### config.mk
export PLATFORM = sky130hd
export DESIGN_NAME = dat_timing
export DESIGN_NICKNAME = d
export VERILOG_FILES = /design/src/design/dat_pkg.sv /design/src/design/dat_timing.sv
export SDC_FILE = /design/constraint.sdc
export NUM_CORES = 1
export LEC_CHECK = 0
export BUFFER_PORTS_ARGS = -buffer_cell sky130_fd_sc_hd__buf_2
export CAP_MARGIN = 20
export CORE_MARGIN = 10
export CORE_UTILIZATION = 60
export CTS_BUF_LIST = sky130_fd_sc_hd__clkbuf_4 sky130_fd_sc_hd__clkbuf_8
export CTS_CLUSTER_DIAMETER = 120
export DETAILED_ROUTE_END_ITERATION = 8
export GPL_TIMING_DRIVEN = 0
export PLACE_DENSITY = 0.76
export SYNTH_ARGS = -nofsm -noshare
export SYNTH_HDL_FRONTEND = slang
export SYNTH_SLANG_ARGS = --single-unit
### constraint.sdc
create_clock -name MCLK -period 10.14 [get_ports MCLK]
set_input_delay 0.507 -clock MCLK [delete_from_list [all_inputs] [get_ports MCLK]]
set_output_delay 0.507 -clock MCLK [all_outputs]
set_load 0.05 [all_outputs]
### src/design/dat_pkg.sv
/*
 Shared constants and types of the detector acquisition timing block.
 Assumes a 50 MHz MCLK; all derived rates are clock-enable based.
*/
package dat_pkg;
    localparam int CLK_MHZ = 50;
    localparam int MAIN_MHZ = 24;
    localparam int CLK_HZ = CLK_MHZ * 1000000;
    localparam logic [5:0] NCO_INC = 6'(MAIN_MHZ);
    localparam logic [5:0] NCO_MOD = 6'(CLK_MHZ);
    localparam int CPU_MHZ = 12;
    localparam int DAC_MHZ = 6;
    localparam int IF_MHZ = 3;
    localparam int INTEG_HZ = 1200;
    localparam int INTEG_HALF_TICKS = MAIN_MHZ * 1000000 / INTEG_HZ / 2;
    localparam int CONV_TIME_US = 25000;
    localparam int CONV_PERIODS = CONV_TIME_US * INTEG_HZ / 1000000;
    localparam int POR_TIME_MS = 100;
    localparam int POR_CYCLES = POR_TIME_MS * (CLK_HZ / 1000);
    localparam logic [15:0] ROM_BASE = 16'h0000;
    localparam logic [15:0] ROM_MASK = 16'h8000;
    localparam logic [15:0] SRAM_BASE = 16'h8000;
    localparam logic [15:0] SRAM_MASK = 16'hE000;
    localparam logic [15:0] EEP_BASE = 16'hA000;
    localparam logic [15:0] EEP_MASK = 16'hF800;
    localparam logic [15:0] PER_BASE = 16'hC000;
    localparam logic [15:0] PER_MASK = 16'hFFF0;
    localparam logic [3:0] OFS_GAIN = 4'h0;
    localparam logic [3:0] OFS_GRAT = 4'h1;
    localparam logic [3:0] OFS_FILT = 4'h2;
    localparam logic [3:0] OFS_BUZZ = 4'h3;
    localparam logic [3:0] OFS_RESP = 4'h4;
    localparam logic [3:0] OFS_ABS_LO = 4'h5;
    localparam logic [3:0] OFS_ABS_HI = 4'h6;
    localparam logic [3:0] OFS_STAT = 4'h7;
    localparam logic [7:0] RESET_BYTE = 8'h00;
    localparam logic [2:0] RESP_RESET = 3'h2;
    localparam logic [7:0] LOG10_2_Q8 = 8'h4D;
    typedef enum logic [2:0] {
        PH_ZERO = 3'b001,
        PH_SAMPLE = 3'b010,
        PH_REF = 3'b100
    } dat_phase_e;
    typedef struct packed {
        logic [1:0] refr;
        logic [1:0] sample_channel;
    } dat_gain_s;
endpackage

### src/design/dat_timing.sv
/*
 Clock division, reset generation, multiplexed bus decode and measurement
 sequencing of the detector controller board.
 Assumes all pins synchronous to MCLK and an external PWM modulator
 whose comparator feeds COMP_IN.
*/
// Functional notes
// [RULE1] 12 MHz CPU, 3 MHz interface clocks
// [RULE2] Counter at 24 MHz, 1.2 kHz integration
// [RULE3] 6 MHz converter output pulse clock
// [RULE4] Hold reset about 100 ms after power
// [RULE5] Reset while supply below 4.7 V
// [RULE6] Multiplexed 8-bit bus, address latched first
// [RULE7] Decode 32K ROM, 8K RAM, 2K EEPROM
// [RULE8] EEPROM keeps programs, calibrations and settings
// [RULE9] Processor picks one of four gains
// [RULE10] 18-bit result every 25 ms
// [RULE11] Cycle zero, sample, reference forever
// [RULE12] Zero calibration from grounded input reading
// [RULE13] Filter by response, absorbance from logs
// [RULE14] Motor phase patterns written by processor
// [RULE15] Processor drives buzzer and filter motor
// [RULE16] Feedback pulse-width modulation conversion
// [RULE17] Count main-clock pulses of pulse width
// [RULE18] Subtract zero before absorbance calculation
`timescale 1ns/1ps
`default_nettype none
module dat_timing
    import dat_pkg::*;
#(
    parameter int POR_CYC = POR_CYCLES,
    parameter int INTEG_HALF = INTEG_HALF_TICKS
) (
    input wire logic MCLK,
    input wire logic RESET_N,
    input wire logic CE,
    input wire logic SUPPLY_LOW,
    input wire logic COMP_IN,
    input wire logic ALE,
    input wire logic RD_N,
    input wire logic WR_N,
    input wire logic [7:0] ADDR_HI,
    input wire logic [7:0] AD_IN,
    output logic [7:0] AD_OUT,
    output logic AD_OE,
    output logic ROM_CS_N,
    output logic SRAM_CS_N,
    output logic EEPROM_CS_N,
    output logic SYS_RESET_N,
    output logic ADC_TICK,
    output logic CPU_CLK,
    output logic DAC_CLK,
    output logic IF_CLK,
    output logic INTEG_CLK,
    output logic PWM_REF_SEL,
    output logic [2:0] MUX_SEL,
    output dat_gain_s GAIN,
    output logic [3:0] GRATING_PHASE,
    output logic [3:0] FILTER_PHASE,
    output logic BUZZER,
    output logic [17:0] RAW_RESULT,
    output logic [15:0] ABSORBANCE_VALUE,
    output logic ABS_VALID
);
    function automatic logic in_region(input logic [15:0] a, input logic [15:0] base,
                                       input logic [15:0] mask);
        in_region = (a & mask) == base;
    endfunction

    // Base-two log in Q5.8; the caller guarantees a nonzero input
    function automatic logic [12:0] log2_q8(input logic [17:0] x);
        logic [4:0] p;
        logic [17:0] n;
        p = 5'd0;
        n = 18'h0_0000;
        for (int i = 0; i < 18; i++) begin
            if (x[i]) begin
                p = 5'(i);
            end
        end
        n = x << (5'd17 - p);
        log2_q8 = {p, n[16:9]};
    endfunction

    // Main 24 MHz rate as an enable; edges jitter by one MCLK period
    logic [5:0] nco_q;
    logic [6:0] nco_sum;
    logic tick_q;
    // One spare bit: the sum passes 63 before the wrap is taken
    assign nco_sum = {1'b0, nco_q} + {1'b0, NCO_INC};
    always_ff @(posedge MCLK or negedge RESET_N) begin
        if (!RESET_N) begin
            nco_q <= 6'h00;
            tick_q <= 1'b0;
        end else if (CE) begin
            if (nco_sum >= {1'b0, NCO_MOD}) begin
                nco_q <= 6'(nco_sum - {1'b0, NCO_MOD});
                tick_q <= 1'b1;
            end else begin
                nco_q <= nco_sum[5:0];
                tick_q <= 1'b0;
            end
        end
    end
    assign ADC_TICK = tick_q & CE; // [RULE2]

    logic [2:0] div_q;
    always_ff @(posedge MCLK or negedge RESET_N) begin
        if (!RESET_N) begin
            div_q <= 3'h0;
        end else if (CE && tick_q) begin
            div_q <= div_q + 3'h1; // [RULE1] [RULE3]
        end
    end
    assign CPU_CLK = div_q[0]; // [RULE1]
    assign DAC_CLK = div_q[1]; // [RULE3]
    assign IF_CLK = div_q[2]; // [RULE1]

    logic [22:0] por_cnt_q;
    logic sys_rst_n_q;
    always_ff @(posedge MCLK or negedge RESET_N) begin
        if (!RESET_N) begin
            por_cnt_q <= 23'h00_0000;
            sys_rst_n_q <= 1'b0;
        end else if (CE) begin
            if (SUPPLY_LOW) begin
                por_cnt_q <= 23'h00_0000; // [RULE5]
                sys_rst_n_q <= 1'b0;
            end else if (por_cnt_q == 23'(POR_CYC - 1)) begin
                sys_rst_n_q <= 1'b1; // [RULE4]
            end else begin
                por_cnt_q <= por_cnt_q + 23'h00_0001;
            end
        end
    end
    // Undervoltage acts at once, without waiting for the next edge
    assign SYS_RESET_N = sys_rst_n_q & ~SUPPLY_LOW; // [RULE5]

    logic [7:0] addr_lo_q;
    logic wr_n_q;
    logic rd_n_q;
    logic [15:0] addr;
    logic per_sel;
    always_ff @(posedge MCLK or negedge RESET_N) begin
        if (!RESET_N) begin
            addr_lo_q <= RESET_BYTE;
            wr_n_q <= 1'b1;
            rd_n_q <= 1'b1;
        end else if (CE) begin
            if (ALE) begin
                addr_lo_q <= AD_IN; // [RULE6]
            end
            wr_n_q <= WR_N;
            rd_n_q <= RD_N;
        end
    end
    assign addr = {ADDR_HI, addr_lo_q};
    assign per_sel = in_region(addr, PER_BASE, PER_MASK);
    assign ROM_CS_N = ~in_region(addr, ROM_BASE, ROM_MASK); // [RULE7]
    assign SRAM_CS_N = ~in_region(addr, SRAM_BASE, SRAM_MASK); // [RULE7]
    // Settings and calibrations live in this part; the block only selects it
    assign EEPROM_CS_N = ~in_region(addr, EEP_BASE, EEP_MASK); // [RULE7] [RULE8]

    logic wr_stb;
    logic rd_stb;
    assign wr_stb = CE & wr_n_q & ~WR_N & per_sel & ~ALE;
    assign rd_stb = CE & rd_n_q & ~RD_N & per_sel & ~ALE;

    dat_gain_s gain_q;
    logic [3:0] grat_q;
    logic [3:0] filt_ph_q;
    logic buzz_q;
    logic [2:0] resp_q;
    always_ff @(posedge MCLK or negedge RESET_N) begin
        if (!RESET_N) begin
            gain_q <= '0;
            grat_q <= 4'h0;
            filt_ph_q <= 4'h0;
            buzz_q <= 1'b0;
            resp_q <= RESP_RESET;
        end else if (wr_stb) begin
            unique case (addr[3:0])
                OFS_GAIN: gain_q <= AD_IN[3:0]; // [RULE9]
                OFS_GRAT: grat_q <= AD_IN[3:0]; // [RULE14]
                OFS_FILT: filt_ph_q <= AD_IN[3:0]; // [RULE14] [RULE15]
                OFS_BUZZ: buzz_q <= AD_IN[0]; // [RULE15]
                OFS_RESP: resp_q <= AD_IN[2:0]; // [RULE13]
                default: ;
            endcase
        end
    end
    assign GAIN = gain_q;
    assign GRATING_PHASE = grat_q;
    assign FILTER_PHASE = filt_ph_q;
    assign BUZZER = buzz_q;

    // Integration period and conversion framing
    logic [13:0] half_q;
    logic integ_q;
    logic [4:0] period_q;
    logic conv_end;
    assign conv_end = CE & tick_q & (half_q == 14'(INTEG_HALF - 1)) & integ_q
                      & (period_q == 5'(CONV_PERIODS - 1));
    always_ff @(posedge MCLK or negedge RESET_N) begin
        if (!RESET_N) begin
            half_q <= 14'h0000;
            integ_q <= 1'b0;
            period_q <= 5'h00;
        end else if (CE && tick_q) begin
            if (half_q == 14'(INTEG_HALF - 1)) begin
                half_q <= 14'h0000;
                integ_q <= ~integ_q; // [RULE2]
                if (integ_q) begin
                    period_q <= conv_end ? 5'h00 : period_q + 5'h01; // [RULE10]
                end
            end else begin
                half_q <= half_q + 14'h0001;
            end
        end
    end
    assign INTEG_CLK = integ_q;

    // Comparator steers the reference polarity; its high time is counted
    logic pwm_q;
    logic [19:0] width_q;
    logic [17:0] raw_now;
    always_ff @(posedge MCLK or negedge RESET_N) begin
        if (!RESET_N) begin
            pwm_q <= 1'b0;
            width_q <= 20'h0_0000;
        end else if (CE && tick_q) begin
            pwm_q <= COMP_IN; // [RULE16]
            if (conv_end) begin
                width_q <= 20'h0_0000;
            end else if (pwm_q) begin
                width_q <= width_q + 20'h0_0001; // [RULE17]
            end
        end
    end
    assign PWM_REF_SEL = pwm_q;
    // Full scale is 600000 counts; dropping two bits keeps it in 18 bits
    assign raw_now = width_q[19:2]; // [RULE10]

    dat_phase_e phase_q;
    always_ff @(posedge MCLK or negedge RESET_N) begin
        if (!RESET_N) begin
            phase_q <= PH_ZERO;
        end else if (conv_end) begin
            unique case (phase_q)
                PH_ZERO: phase_q <= PH_SAMPLE; // [RULE11]
                PH_SAMPLE: phase_q <= PH_REF; // [RULE11]
                PH_REF: phase_q <= PH_ZERO; // [RULE11]
                default: phase_q <= PH_ZERO;
            endcase
        end
    end
    assign MUX_SEL = phase_q;

    logic [17:0] raw_q;
    logic [17:0] zero_q;
    logic signed [18:0] sample_channel_f_q;
    logic signed [18:0] ref_f_q;
    logic signed [19:0] corr;
    logic signed [19:0] step_s;
    logic signed [19:0] step_r;
    assign corr = 20'($signed({2'b00, raw_now})) - 20'($signed({2'b00, zero_q})); // [RULE18]
    assign step_s = (corr - 20'(sample_channel_f_q)) >>> resp_q; // [RULE13]
    assign step_r = (corr - 20'(ref_f_q)) >>> resp_q; // [RULE13]
    always_ff @(posedge MCLK or negedge RESET_N) begin
        if (!RESET_N) begin
            raw_q <= 18'h0_0000;
            zero_q <= 18'h0_0000;
            sample_channel_f_q <= 19'sh0_0000;
            ref_f_q <= 19'sh0_0000;
        end else if (conv_end) begin
            raw_q <= raw_now; // [RULE10]
            unique case (phase_q)
                PH_ZERO: zero_q <= raw_now; // [RULE12]
                PH_SAMPLE: sample_channel_f_q <= sample_channel_f_q + 19'(step_s); // [RULE13]
                PH_REF: ref_f_q <= ref_f_q + 19'(step_r); // [RULE13]
                default: ;
            endcase
        end
    end
    assign RAW_RESULT = raw_q;

    // Readings at or below zero clamp to one count to keep the log finite
    logic [17:0] sample_channel_pos;
    logic [17:0] ref_pos;
    logic signed [13:0] log_diff;
    logic signed [21:0] au_full;
    assign sample_channel_pos = (sample_channel_f_q < 19'sd1) ? 18'h0_0001 : sample_channel_f_q[17:0];
    assign ref_pos = (ref_f_q < 19'sd1) ? 18'h0_0001 : ref_f_q[17:0];
    assign log_diff = $signed({1'b0, log2_q8(ref_pos)}) - $signed({1'b0, log2_q8(sample_channel_pos)});
    assign au_full = 22'(log_diff) * $signed({14'h0000, LOG10_2_Q8});

    logic calc_q;
    logic [15:0] abs_q;
    logic abs_valid_q;
    logic new_flag_q;
    always_ff @(posedge MCLK or negedge RESET_N) begin
        if (!RESET_N) begin
            calc_q <= 1'b0;
            abs_q <= 16'h0000;
            abs_valid_q <= 1'b0;
        end else if (CE) begin
            calc_q <= conv_end && phase_q == PH_REF;
            abs_valid_q <= calc_q;
            if (calc_q) begin
                // Product is Q.16; eight fraction bits are dropped
                abs_q <= 16'(au_full >>> 8); // [RULE13]
            end
        end
    end
    assign ABSORBANCE_VALUE = abs_q;
    assign ABS_VALID = abs_valid_q;

    // A fresh value arriving with the status read stays flagged
    always_ff @(posedge MCLK or negedge RESET_N) begin
        if (!RESET_N) begin
            new_flag_q <= 1'b0;
        end else if (CE && calc_q) begin
            new_flag_q <= 1'b1;
        end else if (rd_stb && addr[3:0] == OFS_STAT) begin
            new_flag_q <= 1'b0;
        end
    end

    logic [7:0] rd_data;
    always_comb begin
        rd_data = RESET_BYTE;
        unique case (addr[3:0])
            OFS_GAIN: rd_data = {4'h0, gain_q};
            OFS_GRAT: rd_data = {4'h0, grat_q};
            OFS_FILT: rd_data = {4'h0, filt_ph_q};
            OFS_BUZZ: rd_data = {7'h00, buzz_q};
            OFS_RESP: rd_data = {5'h00, resp_q};
            OFS_ABS_LO: rd_data = abs_q[7:0];
            OFS_ABS_HI: rd_data = abs_q[15:8];
            OFS_STAT: rd_data = {4'h0, phase_q, new_flag_q};
            default: rd_data = RESET_BYTE;
        endcase
    end
    always_ff @(posedge MCLK or negedge RESET_N) begin
        if (!RESET_N) begin
            AD_OUT <= RESET_BYTE;
        end else if (CE && (RD_N || rd_n_q)) begin
            // Held through a read so a clear-on-read status is not lost
            AD_OUT <= rd_data; // [RULE6]
        end
    end
    assign AD_OE = ~RD_N & ~rd_n_q & per_sel & ~ALE;
endmodule
`default_nettype wire

# Word-level counts from Yosys, hierarchy flattened
# Index checks and enable logic that the tools add are counted.
dict set report totals {
  ff_bits 203
  in_bits 24
  elab_cells 170
}
dict set report op_classes {
  n_addsub 15
  multipliers 1
  order_cmp 3
  n_eq_ne 17
  shift 4
  muxes 50
  bitwise_logic 25
  reduce_logical 26
}
# op count
set ops {}
lappend ops {{two-way mux 5 bit} 33}
lappend ops {{case mux 8 bit (8 select lines)} 1}
lappend ops {{two-way mux 23 bit} 2}
lappend ops {{two-way mux 20 bit} 2}
lappend ops {{>>> shifter 20 x 3 -> 19 bit} 2}
lappend ops {{subtractor 19 x 19 -> 20 bit} 2}
lappend ops {{adder 19 bit} 2}
lappend ops {{less-than comparator 19 x 2 -> 1 bit (second input constant)} 2}
lappend ops {{two-way mux 18 bit} 2}
lappend ops {{<< shifter 18 x 5 -> 17 bit} 2}
lappend ops {{AND reduction 2 bit} 14}
lappend ops {{adder 23 x 1 -> 23 bit (second input constant)} 1}
lappend ops {{equality test 23 bit (second input constant)} 1}
lappend ops {{multiplier 14 x 8 -> 22 bit (second input constant)} 1}
lappend ops {{adder 20 x 1 -> 20 bit (second input constant)} 1}
lappend ops {{subtractor 18 x 18 -> 19 bit} 1}
lappend ops {{bitwise AND 1 bit} 16}
lappend ops {{equality test 4 x 3 -> 1 bit (second input constant)} 4}
lappend ops {{zero test 16 bit} 1}
lappend ops {{adder 14 x 1 -> 14 bit (second input constant)} 1}
lappend ops {{equality test 14 bit (second input constant)} 1}
lappend ops {{two-way mux 14 bit} 1}
lappend ops {{subtractor 13 x 13 -> 14 bit} 1}
lappend ops {{equality test 12 bit (second input constant)} 1}
lappend ops {{22 further kinds} 46}

# Logic depth before layout (Yosys ltp)
# Gate-level depths: netlist of run 1.
dict set report logic_depth {
  depth_word 23
  ltp_mapped 42
  depth_no_buf 41
}

# Least setup slack after synthesis of run 1
# Ideal clock, no wire load.
dict set report synth_path {
  path_type {reg-to-reg}
  from {reg ref_f_q[15]}
  to {reg abs_q[12], in the netlist ABSORBANCE_VALUE[12]}
  setup_time_ps 135
  arrival_ps 8781
  required_ps 10005
  path_slack_ps 1224
  path_stages_with_launch 42
  period_less_slack_ps 8916
  path_cell_list {dfrtp_1 > or4_1 > nor3_2 > a41oi_2 > a211oi_1 > o211ai_1 > a21oi_2 > inv_2 > buf_2 > ha_1 > xor2_1 > clkbuf_1 > nor3_1 > nor2_1 > o21ai_0 > a22o_1 > ha_1 > nor2b_1 > [6 not listed] > a311oi_1 > a211o_1 > xnor2_1 > ha_1 > ha_1 > fa_1 > inv_1 > fa_1 > inv_1 > ha_1 > nand3_1 > a21oi_1 > nor3_1 > o41ai_1 > a21oi_1 > nor2b_1 > xnor2_1 > o21ai_0}
}
dict set report synth_between {
  elab_chain_cells 23
}
# element line
set synth_rtl {}
lappend synth_rtl {{from (decl)} dat_timing.sv:262} ;# logic signed [18:0] ref_f_q;
lappend synth_rtl {{from (signal assigned)} dat_timing.sv:280} ;# PH_REF: ref_f_q <= ref_f_q + 19'(step_r);
lappend synth_rtl {{less-than comparator 19 x 2 -> 1 bit} dat_timing.sv:293} ;# assign ref_pos = (ref_f_q < 19'sd1) ? 18'h0_0001 : ref_f_q[17:0];
lappend synth_rtl {{two-way mux 18 bit (*)} dat_timing.sv:293}
lappend synth_rtl {{two-way mux 1 bit} dat_timing.sv:77} ;# if (x[i]) begin
lappend synth_rtl {{two-way mux 5 bit (16 in a row)} dat_timing.sv:77}
lappend synth_rtl {{subtractor 5 bit} dat_timing.sv:81} ;# n = x << (5'd17 - p);
lappend synth_rtl {{<< shifter 18 x 5 -> 17 bit} dat_timing.sv:81}
lappend synth_rtl {{subtractor 13 x 13 -> 14 bit (*)} dat_timing.sv:294} ;# assign log_diff = $signed({1'b0, log2_q8(ref_pos)}) - $signed({1'b0, log2_q8(sample_channel_pos)});
lappend synth_rtl {{multiplier 14 x 8 -> 22 bit (*)} dat_timing.sv:295} ;# assign au_full = 22'(log_diff) * $signed({14'h0000, LOG10_2_Q8});
lappend synth_rtl {{to (signal assigned)} dat_timing.sv:311} ;# abs_q <= 16'(au_full >>> 8);
lappend synth_rtl {{to (decl)} dat_timing.sv:298} ;# logic [15:0] abs_q;
# Mark *: on every way between the ends. The rest lies on a longest branch, timed or not.
# A chain may end at the register's enable or synchronous reset.

# Worst setup path after layout of run 1
dict set report layout_path {
  from {reg ref_f_q[11]}
  to {reg abs_q[12], in the netlist ABSORBANCE_VALUE[12]}
}
# Same word-level chain as after synthesis.

==> flow_summary.yaml, run 1 <==
synth:
  yosys.cell_types.count: 89
  yosysWarnings: 0
  synthDominantAreaCellType: "sky130_fd_sc_hd__dfrtp_1"
  synth.top_cell.area_share: 0.2728
  synth-edff-count: 0
  yosys-top-cells-count: "sky130_fd_sc_hd__nand2_1 (232), sky130_fd_sc_hd__dfrtp_1 (198), sky130_fd_sc_hd__nor2_1 (182), sky130_fd_sc_hd__inv_1 (172), sky130_fd_sc_hd__ha_1 (170)"
  yosys.cell_count.top_type: "sky130_fd_sc_hd__nand2_1"
  synth_top_cells_by_area: "sky130_fd_sc_hd__dfrtp_1 (27%), sky130_fd_sc_hd__ha_1 (12%), sky130_fd_sc_hd__mux2_2 (5.0%)"
  yosysSeqAreaShare: 0.2786
  synthArstFlopShare: 1.000
  ys_ff_latch: 202
  ys_dominant_reg_cell: "sky130_fd_sc_hd__dfrtp_1"
  syn_area_um2: 18160
  mappedNetlistNets: 2344
  cell_count_after_synthesis: 2122
  post_synth.cell_area_avg_um2: 8.559
placed_design:
  port_buffers: 92
  place_hpwl_mm: 36.91
  routabilityCongestion: 0.9782
  dp.cells: 2605
  placed_area_um2: 19150
timing:
  fin_worst_skew_ns: 0.05402
  max_slew_margin: 0.3675
  timing.fmax_ghz: 0.1035
  setup-violations-final: 0
  fin_crit_ns: 9.658
  worst_slack_on_hold_paths_ns: -0.0006735
  finalSetupTns_ns: 0
  final_max_slew_violation_count: 0
  post-route-period-util: 0.9525
  worst_slew_pin_slew_ns: 0.9249
  final-hold-violation-count: 2
die:
  placement_rows: 63
  start_util: 0.6112
  ioPinCount: 94
  die_y_um: 194.0
  placeableCoreArea_um2: 29720
  die_w_um: 194.0
  die_area_um2: 37630
setup_path:
  timing.critical_path.required_ns: 10.52
  crit_slowest_cell: "sky130_fd_sc_hd__or4_4"
  path_common_cell: "sky130_fd_sc_hd__ha_1"
  timing.critical_path.from_type: "flip-flop"
  cp.arrival_ns: 10.04
  cp_slowest_stage_delay_ns: 0.62
  critical_path.endpoint_type: "flip-flop"
  crit_fanout: 10
  crit_type: "flip-flop to flip-flop"
worst_hold_path:
  type_of_the_most_critical_hold_path: "input pin to async pin"
status:
  outcome: "complete, but fails checks"
  violations: "hold timing"
layout:
  area.growth.synth_to_final_pct: 10.65
  drive_gt1_frac: 0.1362
  insertedDiodeCount: 0
  nNetsFinal: 2480
  fillerInstances: 2440
  final-instance-count-excl-fill: 2674
  final_design_area_no_fill_um2: 20100
clock_network:
  clock-root-buffer: "sky130_fd_sc_hd__clkbuf_8"
  tritoncts_clock_tree: "built"
  cts_max_path_buffers: 3
  clock_tree.htree_level_count: 2
  clock-sinks: 202
  cts.reportedPaths.clkPinSlew_ns: 0.07
  numCtsBuffers: 36
  worst_skew_pair.late_latency_ns: 0.56
global_route:
  grt_antenna_before_repair: 0
  top_usage_layer: "met2"
  use_met1: 0.3367
  grt_use_met2: 0.3893
  grt_pass1_wl_mm: 78.33
  track_usage: 0.2441
  grt_max_degree: 109
  grtUsageMet3: 0.03112
  overflow: 0
  via_count_of_the_first_global_routing_pass: 15612
power_and_ir_drop:
  max-vdd-ir-drop_v: 0.0003752
  p_leak_uw: 0.009753
  power_density_nw_per_um2: 248.4
routing:
  dr.first_iter.drc_count: 1168
  dr_total_vias: 16038
  routed_wire_length_per_instance_um: 17.90
  drtAntennaViolNets: 0
  route.final.wire_length_mm: 47.86
  drt_pass1_iterations: 7
  drt_drc_violations_left: 0
  drt-vias-per-instance: 5.998
run:
  max_cap_violations: 0
## cell families (layout without fill, tap and decap cells)
family | Yosys count | in the layout | share of synthesized area
buffers and inverters | 257 | 419 | 0.05601
adders and majority gates | 198 | 198 | 0.1480
DFF | 202 | 202 | 0.2786
xor gates and xnor gates | 170 | 170 | 0.08198
muxes | 170 | 170 | 0.1032
AOI/OAI and AO/OA | 469 | 469 | 0.1662
and+or+nand+nor | 656 | 656 | 0.1661
## layout make-up
cell class | count | area [µm²] | area share
multi-input combinational | 1663 | 12160 | 0.6050
sequential | 202 | 5064 | 0.2520
inverter | 179 | 671.9 | 0.03343
clock buffer | 51 | 651.9 | 0.03244
timing repair buffer | 98 | 535.5 | 0.02665
tap | 390 | 488.0 | 0.02428
buffer | 78 | 349.1 | 0.01737
clock inverter | 13 | 177.7 | 0.008841
## sequential cells by signal, summed over array words and instances (netlist names), 3 cells and up
| name | count |
|---|---|
| zero_q | 18 |
| nco_q | 5 |
| AD_OUT | 8 |
| div_q | 3 |
| addr_lo_q | 8 |
| sample_channel_f_q | 19 |
| MUX_SEL | 3 |
| width_q | 20 |
| GRATING_PHASE | 4 |
| ref_f_q | 19 |
| ABSORBANCE_VALUE | 14 |
| GAIN | 4 |
| FILTER_PHASE | 4 |
| half_q | 14 |
| period_q | 5 |
| por_cnt_q | 23 |
| RAW_RESULT | 18 |
| resp_q | 3 |
## placed cells by master (no fill, tap or decap), drive strengths merged, types with 19 or more instances in the layout
master | Yosys | final
o21a | 25 | 25
mux2i | 83 | 83
inv | 176 | 178
nand3 | 47 | 47
dfrtp | 198 | 198
clkbuf | 56 | 107
and3 | 20 | 20
nand4 | 20 | 20
xnor2 | 90 | 90
nor2b | 23 | 23
o21ai | 135 | 135
nor2 | 183 | 183
buf | 22 | 120
fa | 28 | 28
nor3 | 41 | 41
ha | 170 | 170
mux2 | 82 | 82
nand2 | 233 | 233
xor2 | 80 | 80
a211oi | 19 | 19
a21oi | 115 | 115
a21o | 29 | 29
## metrics by stage
| step | total power, µW | util | setup slack (ns) |
|---|---|---|---|
| after detailed placement | 4031 | 0.6444 | -0.02569 |
| after CTS | 4944 | 0.6728 | 0.1527 |
| final | 4992 | 0.6763 | 0.4817 |
| after global routing | 5425 | 0.6763 | -0.04852 |
| after floorplan | 3442 | - | 1.224 |
| after global placement | 3966 | 0.6431 | 0.1248 |
## what timing repair did
item,in CTS,in global routing
setup endpoints to repair,2,7
hold buffers,0,0
buffers inserted,0,5
pin swaps,0,6
gates resized for setup,3,19
cloned,0,0
## path summary, 6_finish.rpt
kind                                      from                    to  slack (ns)  cells past startpoint
min in group MCLK                   SUPPLY_LOW          por_cnt_q[1]        0.19                      2
worst max register to register     ref_f_q[11]  ABSORBANCE_VALUE[12]        0.48                     42
worst min-delay path                   RESET_N           ref_f_q[17]     -0.0007                      1
worst min register to register  RAW_RESULT[15]        RAW_RESULT[15]        0.46                      2
worst max-delay path               ref_f_q[11]  ABSORBANCE_VALUE[12]        0.48                     42
max in group asynchronous              RESET_N             zero_q[2]        9.12                      2
## where the power goes
part	internal, µW	total, µW	switching [µW]
clock	521	884	363
combinational	1390	3200	1810
sequential	858	905	46.8
## critical path: cells and delay by family, from the launching register on
| family | cells | cell delay, ns |
|---|---|---|
| AOI/OAI and AO/OA | 18 | 3.32 |
| adders and majority gates | 8 | 2.92 |
| and+or+nand+nor | 8 | 1.57 |
| xor gates and xnor gates | 3 | 0.66 |
| DFF | 1 | 0.52 |
| buffers and inverters | 5 | 0.52 |
## metal layers
layer	wire, µm	part of all wire	vias up
li1	-	-	7718
met1	21850	0.46	7668
met2	21450	0.45	551
met3	3053	0.064	101
met4	1505	0.031	0
met5	0	0	-
(Power assumes the default switching activity.)
==> run 2, diff against run 1 <==
--- a/config.mk
+++ b/config.mk
@@ -8,12 +8,12 @@
 export BUFFER_PORTS_ARGS = -buffer_cell sky130_fd_sc_hd__buf_2
 export CAP_MARGIN = 20
 export CORE_MARGIN = 10
-export CORE_UTILIZATION = 60
+export CORE_UTILIZATION = 65
 export CTS_BUF_LIST = sky130_fd_sc_hd__clkbuf_4 sky130_fd_sc_hd__clkbuf_8
 export CTS_CLUSTER_DIAMETER = 120
 export DETAILED_ROUTE_END_ITERATION = 8
 export GPL_TIMING_DRIVEN = 0
-export PLACE_DENSITY = 0.76
+export PLACE_DENSITY = 0.82
 export SYNTH_ARGS = -nofsm -noshare
 export SYNTH_HDL_FRONTEND = slang
 export SYNTH_SLANG_ARGS = --single-unit
==> run 2 against run 1 <==
- sequential power about the same
- die area fell by 6.9%
- clock-buffer cell count is 1 higher
- final area decreased by 0.19%
- hold slack worse by 0.011 ns
- sequential cell count unchanged
- the flow still finishes with violations (hold timing)
- wire length rose by 2.1%
- sequential share of layout area up 0.072 points
- global-route usage grew 2.9 points
- clock power is 2.8% lower
==> flow_summary.yaml, run 2 (synthesized netlist as in run 1, its figures left out) <==
status:
  outcome: "complete, but fails checks"
  violations: "hold timing"
setup_path:
  crit_type: "flip-flop to flip-flop"
  cp.arrival_ns: 9.96
  critical_path.endpoint_type: "flip-flop"
  cp_slowest_stage_delay_ns: 0.59
  crit_slowest_cell: "sky130_fd_sc_hd__or4_4"
  path_common_cell: "sky130_fd_sc_hd__ha_1"
  timing.critical_path.from_type: "flip-flop"
  crit_fanout: 10
  timing.critical_path.required_ns: 10.53
clock_network:
  tritoncts_clock_tree: "built"
  cts_hold_repair.buffers: 0
  cts_max_path_buffers: 3
  numCtsBuffers: 36
  clock-root-buffer: "sky130_fd_sc_hd__clkbuf_8"
  clock-sinks: 202
  clock_tree.htree_level_count: 2
  worst_skew_pair.late_latency_ns: 0.57
  cts.reportedPaths.clkPinSlew_ns: 0.06
global_route:
  grt_antenna_before_repair: 0
  track_usage: 0.2731
  overflow: 0
  grt_pass1_wl_mm: 80.60
  via_count_of_the_first_global_routing_pass: 15759
  grt_max_degree: 106
layout:
  final_common_cell: "sky130_fd_sc_hd__nand2_1"
  largest_register: "por_cnt_q"
  most-common-layout-cells: "sky130_fd_sc_hd__nand2_1 (232), sky130_fd_sc_hd__dfrtp_1 (191), sky130_fd_sc_hd__nor2_1 (182)"
  fillerInstances: 2134
  insertedDiodeCount: 0
  final_design_area_no_fill_um2: 20060
  area.growth.synth_to_final_pct: 10.44
  drive_gt1_frac: 0.1364
  largest_register_ff_count: 23
  nNetsFinal: 2477
  largestRegisters: "por_cnt_q (23), width_q (20)"
run:
  max_cap_violations: 0
timing:
  worst_slew_pin_slew_ns: 1.020
  final-hold-violation-count: 6
  fin_worst_skew_ns: 0.05930
  max_slew_margin: 0.3025
  post-route-period-util: 0.9437
  setup-violations-final: 0
  final_critical_path_setup_slack_ns: 0.5708
  timing.fmax_ghz: 0.1045
  final_max_slew_violation_count: 0
  finalSetupTns_ns: 0
  worst_slack_on_hold_paths_ns: -0.01139
  fin_crit_ns: 9.569
routing:
  routed_wire_length_per_instance_um: 18.39
  dr.first_iter.drc_count: 1484
  drtAntennaViolNets: 0
  drt-vias-per-instance: 6.069
  drt_drc_violations_left: 0
  dr_total_vias: 16131
  route.final.wire_length_mm: 48.88
  drt_pass1_iterations: 5
placed_design:
  port_buffers: 92
  placed_area_um2: 19130
  placement.setup.worst_slack_ns: 0.01349
  routabilityCongestion: 0.9735
  place_hpwl_mm: 37.87
power_and_ir_drop:
  report.power.total_uw: 4960
  p_leak_uw: 0.009718
  power_density_nw_per_um2: 247.3
  max-vdd-ir-drop_v: 0.0003574
die:
  placement_rows: 61
  die_y_um: 187.2
  placeableCoreArea_um2: 27710
  die_w_um: 187.2
  start_util: 0.6556
  ioPinCount: 94
  die_area_um2: 35030
worst_hold_path:
  type_of_the_most_critical_hold_path: "input pin to async pin"
==> run 2: changes by cell type in the layout (fill, tap and decap cells not counted), moves of 2 or more <==
| cell | before | now |
|---|---|---|
| sky130_fd_sc_hd__buf_4 | 9 | 6 |
| sky130_fd_sc_hd__dfrtp_1 | 195 | 191 |
| sky130_fd_sc_hd__dfrtp_2 | 3 | 7 |
| sky130_fd_sc_hd__o21ai_0 | 129 | 131 |
| sky130_fd_sc_hd__o21ai_1 | 5 | 3 |
==> run 2: final cells by class <==
class,instances,area (µm²),area share
clock buffers,52,659.4,0.03287
plain buffers,78,349.1,0.01740
clock inverters,11,140.1,0.006986
flip-flops and latches,202,5069,0.2527
inverters,179,671.9,0.03350
repair buffers,95,513.0,0.02557
multi-input cells,1663,12180,0.6074
well taps,378,473.0,0.02358
==> run 2: stage by stage <==
step	hold slack (ns)	std cells	utilization
6_report	-0.01139	2658	0.7240
5_1_grt	0.06335	2658	0.7240
4_1_cts	0.01958	2656	0.7198
3_5_place_dp	0.4506	2593	0.6906
3_3_place_gp	0.4458	2592	0.6892
2_1_floorplan	0.2114	2122	-
==> run 2: final timing paths <==
kind	endpoint	cells past startpoint	start	slack, ns
setup reg to reg	ABSORBANCE_VALUE[9]	41	ref_f_q[11]	0.57
setup / recovery	ABSORBANCE_VALUE[9]	41	ref_f_q[11]	0.57
max in group asynchronous	RAW_RESULT[3]	2	RESET_N	9.12
hold reg to reg	RAW_RESULT[15]	2	RAW_RESULT[15]	0.46
min in group MCLK	por_cnt_q[1]	2	SUPPLY_LOW	0.21
hold / removal	ABSORBANCE_VALUE[1]	1	RESET_N	-0.01
==> run 2: power breakdown <==
group	internal, µW	leakage, µW	switching, µW	total (µW)
registers	858	0.00270	48.5	907
clock network	497	0.000421	362	859
logic	1390	0.00659	1800	3190
total	2750	0.00972	2210	4960
==> run 2: layer usage <==
| metal | vias up | track usage | share of wire |
|---|---|---|---|
| met5 | - | 0 | 0 |
| met1 | 7715 | 0.3650 | 0.44 |
| met2 | 590 | 0.4394 | 0.45 |
| met4 | 0 | 0.1033 | 0.039 |
| li1 | 7713 | - | - |
| met3 | 113 | 0.04027 | 0.066 |
==> run 2: worst max-delay path: cells and delay by family, from the launching register on <==
| family | cells | cell delay (ns) |
|---|---|---|
| buffers and inverters | 4 | 0.38 |
| adders and majority gates | 8 | 2.96 |
| AOI/OAI and AO/OA | 18 | 3.27 |
| and+or+nand+nor | 8 | 1.72 |
| xor gates and xnor gates | 3 | 0.58 |
| DFF | 1 | 0.48 |
==> run 2: timing repair <==
item,in CTS,in global routing
resized for setup,2,24
endpoints found under the setup margin,2,7
pin swaps,0,3
buffers inserted,0,2
